--- config.mk ---
export PLATFORM = sky130hd
export DESIGN_NAME = apio_assembly
export DESIGN_NICKNAME = d
export VERILOG_FILES = /design/src/common/apio_pkg.sv /design/src/verilog/apio_assembly.sv /design/src/verilog/apio_sync.sv
export SDC_FILE = /design/constraint.sdc
export NUM_CORES = 1
export LEC_CHECK = 0
export ABC_CLOCK_PERIOD_IN_PS = 2600
export BUFFER_PORTS_ARGS = -buffer_cell sky130_fd_sc_hd__clkbuf_2
export CAP_MARGIN = 20
export CORE_AREA = 2 2 71 73
export DETAILED_ROUTE_END_ITERATION = 12
export DIE_AREA = 0 0 73 75
export PLACE_DENSITY_LB_ADDON = 0.1
export SLEW_MARGIN = 5
export SYNTH_ARGS = -nofsm -noshare
export SYNTH_HDL_FRONTEND = slang
export SYNTH_HIERARCHICAL = 1
export SYNTH_SLANG_ARGS = --single-unit
export TNS_END_PERCENT = 1
--- constraint.sdc ---
create_clock -name core_clk -period 2.6 [get_ports core_clk]
set_clock_uncertainty 0.2 [all_clocks]
set_input_delay 0.39 -clock core_clk [delete_from_list [all_inputs] [get_ports core_clk]]
set_output_delay 0.39 -clock core_clk [all_outputs]
set_load 0.02 [all_outputs]
--- src/common/apio_pkg.sv ---
// Package: frame layouts, bit positions and constants for the polled I/O assembly
package apio_pkg;
  // Frame geometry
  localparam int APIO_FRAME_BYTES = 4;
  localparam int APIO_POS_W = 16;
  // Consumed frame bit positions (byte 2 and byte 3)
  localparam int APIO_C2_RUN_BIT = 0;
  localparam int APIO_C2_CLR_BIT = 1;
  localparam int APIO_C3_RETR_BIT = 0;
  localparam int APIO_C3_EXTD_BIT = 1;
  // Produced frame bit positions
  localparam int APIO_P2_LOCAL_BIT = 0;
  localparam int APIO_P2_ERR_BIT = 1;
  localparam int APIO_P2_STALL_BIT = 2;
  localparam int APIO_P2_ILLEGAL_BIT = 3;
  localparam int APIO_P2_MEMF_BIT = 4;
  localparam int APIO_P3_RETR_BIT = 0;
  localparam int APIO_P3_EXTD_BIT = 1;
  localparam int APIO_P3_TOL_BIT = 2;
  // Explicit connection path lengths
  localparam logic [15:0] APIO_EXPL_PATH_LEN = 16'h0000;
  // Reset values
  localparam logic [15:0] APIO_POS_RST = 16'h0000;
  localparam logic [7:0] APIO_BYTE_RST = 8'h00;
  // Local/remote encoding
  localparam logic APIO_REMOTE = 1'b0;
  localparam logic APIO_LOCAL = 1'b1;

  typedef logic [7:0] apio_frame_type [APIO_FRAME_BYTES];

  // Decoded actuator commands
  typedef struct packed {
    logic [15:0] target_position;
    logic run_cmd;
    logic stall_clear_req;
    logic force_retract;
    logic force_extend;
  } apio_cmd_type;

  // Status reported back to the master
  typedef struct packed {
    logic [15:0] present_position;
    logic general_error;
    logic motor_stall;
    logic illegal_input;
    logic memory_fault;
    logic retract_limit_flag;
    logic extend_limit_flag;
    logic within_tolerance_flag;
  } apio_stat_type;

  // Drive-state machine
  typedef enum logic [1:0] {
    APIO_ST_STOP = 2'b00,
    APIO_ST_TARGET = 2'b01,
    APIO_ST_RETRACT = 2'b10,
    APIO_ST_EXTEND = 2'b11
  } apio_drive_type;
endpackage : apio_pkg

--- src/verilog/apio_assembly.sv ---
// Polled I/O frame packer/unpacker for a network-driven linear actuator
//
// Behaviour
// - Target position: byte0 low, byte1 high
// - Byte2 bit0 is the run command
// - Byte2 bit1 requests stall latch clear
// - Byte3 bit0 forces full retract
// - Byte3 bit1 forces full extend
// - Present position: byte0 low, byte1 high
// - Byte2: local, error, stall, illegal, memory
// - Byte3: retract limit, extend limit, tolerance
// - Explicit path lengths both read zero
// - Selector drives local bit; local ignores network
// - Motion commands act only while run set
`timescale 1ns/1ns
module apio_assembly
  import apio_pkg::*;
(
  input wire logic core_clk,
  input wire logic rst,
  input wire logic [7:0] cons_byte0,
  input wire logic [7:0] cons_byte1,
  input wire logic [7:0] cons_byte2,
  input wire logic [7:0] cons_byte3,
  input wire logic cons_valid,
  input wire logic local_sel_pin,
  input wire logic stall_detect,
  input wire apio_stat_type meas_stat,
  output logic [7:0] prod_byte0,
  output logic [7:0] prod_byte1,
  output logic [7:0] prod_byte2,
  output logic [7:0] prod_byte3,
  output apio_cmd_type act_cmd,
  output apio_drive_type drive_mode,
  output logic stall_latched,
  output logic [15:0] expl_prod_path_len,
  output logic [15:0] expl_cons_path_len
);
  // Selector switch is a pin: synchronise before use
  logic local_sync;

  apio_sync #(.W(1)) u_sync (
    .core_clk(core_clk),
    .rst(rst),
    .async_in(local_sel_pin),
    .sync_out(local_sync)
  );

  apio_cmd_type cmd_q;
  apio_cmd_type cmd_d;
  apio_drive_type mode_q;
  apio_drive_type mode_d;
  logic stall_q;
  logic stall_d;
  logic [7:0] pb0_q, pb1_q, pb2_q, pb3_q;
  logic [7:0] pb0_d, pb1_d, pb2_d, pb3_d;

  // Command capture from consumed frame
  always_comb begin
    cmd_d = cmd_q;
    if (local_sync == APIO_LOCAL) begin
      cmd_d.run_cmd = 1'b0;
      cmd_d.stall_clear_req = 1'b0;
      cmd_d.force_retract = 1'b0;
      cmd_d.force_extend = 1'b0;
    end else if (cons_valid) begin
      cmd_d.target_position = {cons_byte1, cons_byte0};
      cmd_d.run_cmd = cons_byte2[APIO_C2_RUN_BIT];
      cmd_d.stall_clear_req = cons_byte2[APIO_C2_CLR_BIT];
      cmd_d.force_retract = cons_byte3[APIO_C3_RETR_BIT];
      cmd_d.force_extend = cons_byte3[APIO_C3_EXTD_BIT];
    end
  end

  // Drive mode and stall latch; set beats clear so no stall is lost
  always_comb begin
    mode_d = APIO_ST_STOP;
    stall_d = stall_q;
    if (cmd_q.stall_clear_req) begin
      stall_d = 1'b0;
    end
    if (stall_detect) begin
      stall_d = 1'b1;
    end
    if (cmd_q.run_cmd && local_sync == APIO_REMOTE) begin
      // Retract wins if both forced bits set, a safe-side choice
      if (cmd_q.force_retract) begin
        mode_d = APIO_ST_RETRACT;
      end else if (cmd_q.force_extend) begin
        mode_d = APIO_ST_EXTEND;
      end else begin
        mode_d = APIO_ST_TARGET;
      end
    end
  end

  // Produced frame packing
  always_comb begin
    pb0_d = meas_stat.present_position[7:0];
    pb1_d = meas_stat.present_position[15:8];
    pb2_d = APIO_BYTE_RST;
    pb3_d = APIO_BYTE_RST;
    pb2_d[APIO_P2_LOCAL_BIT] = local_sync;
    pb2_d[APIO_P2_ERR_BIT] = meas_stat.general_error;
    pb2_d[APIO_P2_STALL_BIT] = stall_q;
    pb2_d[APIO_P2_ILLEGAL_BIT] = meas_stat.illegal_input;
    pb2_d[APIO_P2_MEMF_BIT] = meas_stat.memory_fault;
    pb3_d[APIO_P3_RETR_BIT] = meas_stat.retract_limit_flag;
    pb3_d[APIO_P3_EXTD_BIT] = meas_stat.extend_limit_flag;
    pb3_d[APIO_P3_TOL_BIT] = meas_stat.within_tolerance_flag;
  end

  always_ff @(posedge core_clk) begin
    if (rst) begin
      cmd_q <= '0;
      mode_q <= APIO_ST_STOP;
      stall_q <= 1'b0;
      pb0_q <= APIO_BYTE_RST;
      pb1_q <= APIO_BYTE_RST;
      pb2_q <= APIO_BYTE_RST;
      pb3_q <= APIO_BYTE_RST;
      expl_prod_path_len <= APIO_EXPL_PATH_LEN;
      expl_cons_path_len <= APIO_EXPL_PATH_LEN;
    end else begin
      cmd_q <= cmd_d;
      mode_q <= mode_d;
      stall_q <= stall_d;
      pb0_q <= pb0_d;
      pb1_q <= pb1_d;
      pb2_q <= pb2_d;
      pb3_q <= pb3_d;
      expl_prod_path_len <= APIO_EXPL_PATH_LEN;
      expl_cons_path_len <= APIO_EXPL_PATH_LEN;
    end
  end

  assign act_cmd = cmd_q;
  assign drive_mode = mode_q;
  assign stall_latched = stall_q;
  assign prod_byte0 = pb0_q;
  assign prod_byte1 = pb1_q;
  assign prod_byte2 = pb2_q;
  assign prod_byte3 = pb3_q;

  // Assertions
  a_target_order: assert property (@(posedge core_clk) disable iff (rst)
    (cons_valid && local_sync == APIO_REMOTE) |=>
      act_cmd.target_position == {$past(cons_byte1), $past(cons_byte0)})
    else $error("target byte order wrong");
  a_run_decode: assert property (@(posedge core_clk) disable iff (rst)
    (cons_valid && local_sync == APIO_REMOTE) |=> act_cmd.run_cmd == $past(cons_byte2[0]))
    else $error("run bit not decoded");
  a_stall_clear: assert property (@(posedge core_clk) disable iff (rst)
    (act_cmd.stall_clear_req && !stall_detect) |=> !stall_latched)
    else $error("stall not cleared");
  a_retract_mode: assert property (@(posedge core_clk) disable iff (rst)
    (act_cmd.run_cmd && act_cmd.force_retract && local_sync == APIO_REMOTE)
      |=> drive_mode == APIO_ST_RETRACT)
    else $error("retract not forced");
  a_extend_mode: assert property (@(posedge core_clk) disable iff (rst)
    (act_cmd.run_cmd && !act_cmd.force_retract && act_cmd.force_extend
      && local_sync == APIO_REMOTE) |=> drive_mode == APIO_ST_EXTEND)
    else $error("extend not forced");
  a_pos_order: assert property (@(posedge core_clk) disable iff (rst)
    ##1 {prod_byte1, prod_byte0} == $past(meas_stat.present_position))
    else $error("position byte order wrong");
  a_stat_byte2: assert property (@(posedge core_clk) disable iff (rst)
    ##1 prod_byte2[4:0] == {$past(meas_stat.memory_fault), $past(meas_stat.illegal_input),
      $past(stall_latched), $past(meas_stat.general_error), $past(local_sync)})
    else $error("status byte 2 wrong");
  a_stat_byte3: assert property (@(posedge core_clk) disable iff (rst)
    ##1 prod_byte3[2:0] == {$past(meas_stat.within_tolerance_flag),
      $past(meas_stat.extend_limit_flag), $past(meas_stat.retract_limit_flag)})
    else $error("status byte 3 wrong");
  a_path_zero: assert property (@(posedge core_clk) disable iff (rst)
    expl_prod_path_len == 16'h0000 && expl_cons_path_len == 16'h0000)
    else $error("path length not zero");
  a_local_ignore: assert property (@(posedge core_clk) disable iff (rst)
    (local_sync == APIO_LOCAL) |=> !act_cmd.run_cmd ##1 drive_mode == APIO_ST_STOP)
    else $error("local mode obeyed network");
  a_run_gate: assert property (@(posedge core_clk) disable iff (rst)
    !act_cmd.run_cmd |=> drive_mode == APIO_ST_STOP)
    else $error("moved without run");
  a_zero_unused: assert property (@(posedge core_clk) disable iff (rst)
    prod_byte2[7:5] == 3'h0 && prod_byte3[7:3] == 5'h00)
    else $error("unassigned bits not zero");

  c_target_run: cover property (@(posedge core_clk) disable iff (rst)
    drive_mode == APIO_ST_TARGET);
  c_forced_ext: cover property (@(posedge core_clk) disable iff (rst)
    drive_mode == APIO_ST_EXTEND);
  c_stall_cycle: cover property (@(posedge core_clk) disable iff (rst)
    stall_latched ##[1:20] !stall_latched);
  c_local_mode: cover property (@(posedge core_clk) disable iff (rst)
    prod_byte2[0]);
endmodule : apio_assembly

--- src/verilog/apio_sync.sv ---
// Two-flop synchroniser for pin-level inputs
`timescale 1ns/1ns
module apio_sync
  import apio_pkg::*;
#(
  parameter int W = 1
) (
  input wire logic core_clk,
  input wire logic rst,
  input wire logic [W-1:0] async_in,
  output logic [W-1:0] sync_out
);
  logic [W-1:0] meta_q;
  logic [W-1:0] meta_d;
  logic [W-1:0] sync_q;
  logic [W-1:0] sync_d;

  // First stage read only by the second stage
  always_comb begin
    meta_d = async_in;
    sync_d = meta_q;
  end

  always_ff @(posedge core_clk) begin
    if (rst) begin
      meta_q <= '0;
      sync_q <= '0;
    end else begin
      meta_q <= meta_d;
      sync_q <= sync_d;
    end
  end

  assign sync_out = sync_q;
endmodule : apio_sync
=== Word-level counts from Yosys, hierarchy flattened ===
Index checks and enable logic that the tools add are counted.

* Bits in registers: 57
* Bits in latches: 0
* RAM bits: 0
* Bits in read-only memories: 0
* Input port bits: 60
* Word-level logic and storage cells: 28
* Memories kept: 0

* $add $sub $neg: 0
* $mul: 0
* Div/mod/pow operators: 0
* Magnitude comparators: 0
* Equality and inequality tests: 0
* Shift operators: 0
* Muxes and demuxes: 4
* Bitwise gates (word level): 2
* Reductions and logical operators: 6

{| class="wikitable"
|+ Operators with widths
! cell !! count
|-
| $mux 2 || 2
|-
| $reduce_or 2->1 || 2
|-
| $reduce_or 3->1 || 1
|-
| $mux 1 || 2
|-
| $not 1->1 || 2
|-
| $reduce_and 2->1 || 1
|-
| $reduce_bool 2->1 || 1
|-
| $logic_and 1x1->1 || 1
|}

=== Longest topological paths before layout ===
* Word-level depth: 4
* Mapped depth: 4
* Mapped depth without buffers: 2

=== Cells and area by module ===
Netlist, hierarchy kept.

{| class="wikitable"
|+ Modules (own cells, without submodules)
! module !! instances !! cells each !! area each (µm²) !! sequential area each (µm²)
|-
| apio_assembly || 1 || 187 || 1930.6 || 940.9
|-
| apio_sync || 1 || 4 || 52.6 || 40.0
|}

=== Least setup slack after synthesis ===
OpenSTA, ideal clock, no wires.

* Path kind: input to register
* Start: input port rst
* End: register mode_q[0] (netlist: drive_mode[0])
* Setup time: 0.073 ns
* Data arrival time: 0.952 ns
* Path slack: 1.375 ns
* Stages: 4
* Path through: buf_6 -> or2_1 -> buf_6 -> nor3b_2

* Longest elaborated chain between the ends: 1

{| class="wikitable"
|+ Ends and longest elaborated chain
! what !! line !! RTL
|-
| start: declaration || apio_assembly.sv:20 || <nowiki>input wire logic rst,</nowiki>
|-
| $reduce_or 3->1 (no source line) || n/a ||
|-
| end signal: assignment || apio_assembly.sv:126 || <nowiki>mode_q <= mode_d;</nowiki>
|-
| end: declaration || apio_assembly.sv:51 || <nowiki>apio_drive_type mode_q;</nowiki>
|}

No other way between the ends.
A chain may end at the register's enable or synchronous reset.

=== Worst setup path in the final report ===
* Start: register u_sync.sync_q (netlist: u_sync/sync_out)
* End: register cmd_q, in the netlist act_cmd[11]

* Longest elaborated chain between the ends: 2

{| class="wikitable"
|+ Ends and longest elaborated chain
! what !! line !! RTL
|-
| start: declaration || apio_sync.sv:15 || <nowiki>logic [W-1:0] sync_q;</nowiki>
|-
| start signal: assignment || apio_sync.sv:30 || <nowiki>sync_q <= sync_d;</nowiki>
|-
| $not 1->1 (no source line) || n/a ||
|-
| $reduce_and 2->1 (no source line) || n/a ||
|-
| end signal: assignment || apio_assembly.sv:125 || <nowiki>cmd_q <= cmd_d;</nowiki>
|-
| end: declaration || apio_assembly.sv:49 || <nowiki>apio_cmd_type cmd_q;</nowiki>
|}

No other way between the ends.

==> summary.md <==
| Metric | Value |
|---|---|
| Leakage | 1.18 nW |
| Seq/Total Area, Yosys | 49.5% |
| Wirelength per Cell | 11.2 um |
| Path depth of the worst reg2reg path | 2 |
| Via count | 1423 |
| CP required | 2.55 ns |
| HP Class | input pin to flop |
| Setup Fix Bufs, Post-CTS | 0 |
| H-Tree Level Count | 2 |
| Placed Cells | 329 |
| Clk buf depth | 2 |
| Slowest Stage Delay on Critical Path | 0.59 ns |
| Final min period | 1.61 ns |
| Largest net degree at the start of global routing | 35 |
| CTS Hold Buffers Added | 0 |
| Slew Limit Fails | 0 |
| Critical path class | flop to flop |
| Sequential Area | 981 sq um |
| Number of synthesized flops with an enable pin | 0 |
| Layout net count | 342 |
| Slew @ Worst Pin | 0.620 ns |
| Post-synth ARST share | 0% |
| Vias per inst | 4.22 |
| Combinational power share | 16.9% |
| Max-capacitance violation count | 0 |
| Syn avg cell area | 10.4 sq um |
| Antenna Cells | 0 |
| Startpoint Class | flop |
| Final Hold Viols | 0 |
| CP Data Arrival Time | 1.56 ns |
| Post-Synth Adder-Cell Area | 0% |
| Crit path max fanout | 19 |
| Num CTS Buffers | 5 |
| Relative slew slack | 58.5% |
| WHS Path Cells | 2 |
| DP Wirelength | 2730 um |
| Largest area contributor in the netlist | dfxtp_1 |
| Worst-Skew Late Latency | 0.29 ns |
| Initial antenna violation count | 0 |
| Router iterations before antenna repair | 3 |
| Net switching power | 0.411 mW |
| RSZ-0062 raised after global routing | no |
| Final wirelength | 3770 um |
| Mux cell area share after synthesis | 2.02% |
| Iter 0 DRT Violations | 55 |
| Global-route wire length before repair | 5570 um |
| Total track usage | 13.6% |
| Setup-failing EPs final | 0 |
| CP max stage cell | nor2b_2 |
| Final core occ | 51.6% |
| Clk slew on worst S/H paths | 0.08 ns |
| Largest cells by area after synthesis | dfxtp_1, buf_4, nand4bb_1, nor2b_1, nand2b_1 |
| Cell Rows | 25 |
| Antenna-violating nets left | 0 |
| Clk sinks | 49 |
| Area of the die | 5480 sq um |
| Most frequent cells after synthesis | dfxtp_1, buf_4, nor2b_1, nand2b_1, nand4bb_1 |
| Share of cells above drive strength 1 | 37.5% |
| Element type at the critical path end | flop |
| Clock Tree Root | clkbuf_8 |
| Final non-filler cell total | 337 |
| Global route total overflow | 0 |
| Cell internal pwr | 1.07 mW |
| Status | finished clean |
| Core area | 4660 sq um |
| Sw Share | 27.8% |
| Total power | 1.48 mW |
| Fmax | 623 MHz |
| Combinational family with the most area after synthesis | simple AND/OR/NAND/NOR gates |
| Flop pwr share | 54.8% |
| Compound-Gate Fraction of Synth Area | 4.29% |
| Die Ht | 75 um |
| Synth top area share | 49.5% |
| PwrDens | 614 nW/um^2 |
| Initial Utilization | 42.6% |
| Critical Path, Cell by Cell | nor2b_2 > o21ai_0 |
| Clock share of power | 28.3% |
| Setup tns final | 0 ns |
| Final Cycle Share | 61.8% |
| Ys flop type | dfxtp_1 |
| GP Congestion | 0.675 |
| Fill cells | 446 |
| Number of global-route vias before repair | 1165 |
| # DRC | 0 |
| Max VDD drop | 0.000232 V |
| Most common cell in the netlist | dfxtp_1 |
| Yosys warns | 6 |
| Cts repair resizes | 0 |
| Ports | 147 |
| Hold Worst Slack | 0.102 ns |
| Die X | 73 um |
| Post-synthesis register bit count | 49 |
| P&R area growth vs syn | 21.3% |
| Area of the multi-input gates | 783 sq um |
| Netlist cell types | 19 |
| Synth Area in Simple Gates | 25.6% |
| Synth Area in XOR/XNOR | 0% |
| Post-Syn Area | 1980 sq um |
| CTS tree | yes |
| Synth Instances | 191 |
| I/O Buffers | 93 |
cell families (layout without fill, tap and decap cells):
kind of cell           after synthesis  after routing
multiplexers                         4              4
AO/OA/AOI/OAI                       17             17
flip-flops                          49             49
AND/OR/NAND/NOR                     68             68
buffers and inverters               52            105
other                                1             40
flip-flops by register name, summed over array words and instances, names as in the netlist:
name and count:
act_cmd 20, drive_mode 2, prod_byte0 8, prod_byte1 8
prod_byte2 5, prod_byte3 3, stall_latched 1, u_sync/meta_q 1
u_sync/sync_out 1
critical path, delay by kind of cell, from the launching register on:
kind	cells	cell delay, ns
AOI/OAI and AO/OA	1	0.19
and+or+nand+nor	1	0.59
DFF	1	0.49
final timing paths:
check / end / from / slack [ns]
setup / recovery: act_cmd[11] / u_sync/sync_out / 0.99
hold / removal: prod_byte0[0] / meas_stat[7] / 0.10
hold reg to reg: u_sync/sync_out / u_sync/meta_q / 0.25
setup reg to reg: act_cmd[11] / u_sync/sync_out / 0.99
metrics by stage:
step	worst slack, ns	cell area (sq um)
after CTS	0.954	2410
after global placement	0.958	2320
final	0.994	2410
after global routing	0.831	2410
after detailed placement	0.955	2320
after floorplan	1.38	2130
metal layers:
| layer | up-vias | GRT usage [%] | share of wire, % |
|---|---|---|---|
| met5 | - | 0 | 0 |
| met4 | 0 | 8.64 | 1.3 |
| met3 | 4 | 3.61 | 8.3 |
| met2 | 74 | 21.1 | 47 |
| met1 | 624 | 16.7 | 43 |
| li1 | 721 | - | - |
layout make-up:
type                    instances  area share (%)
flip-flops and latches         49            40.8
multi-input cells             129            32.6
repair buffers                 96            20.3
clock buffers                   6            3.02
well taps                      54            2.81
clock inverters                 2           0.416
inverters                       1           0.156
layout by cell type, fill, tap and decap left out, drive strengths merged:
cell     count
buf          3
conb        40
nor3b        2
clkinv       2
clkbuf      99
o21ai       16
nand2b      17
inv          1
nor2b       27
mux2i        4
nand4bb     16
or2          1
nor2         5
a21oi        1
dfxtp       49
power by group through the flow:
stage / clock network (mW) / logic [mW] / registers (mW)
2_1_floorplan: 0 / 0.166 / 0.877
3_3_place_gp: 0 / 0.250 / 0.827
3_5_place_dp: 0 / 0.251 / 0.828
4_1_cts: 0.442 / 0.252 / 0.811
5_1_grt: 0.476 / 0.270 / 0.816
6_report: 0.418 / 0.250 / 0.810
No activity file was read; power rests on OpenSTA's default activity.
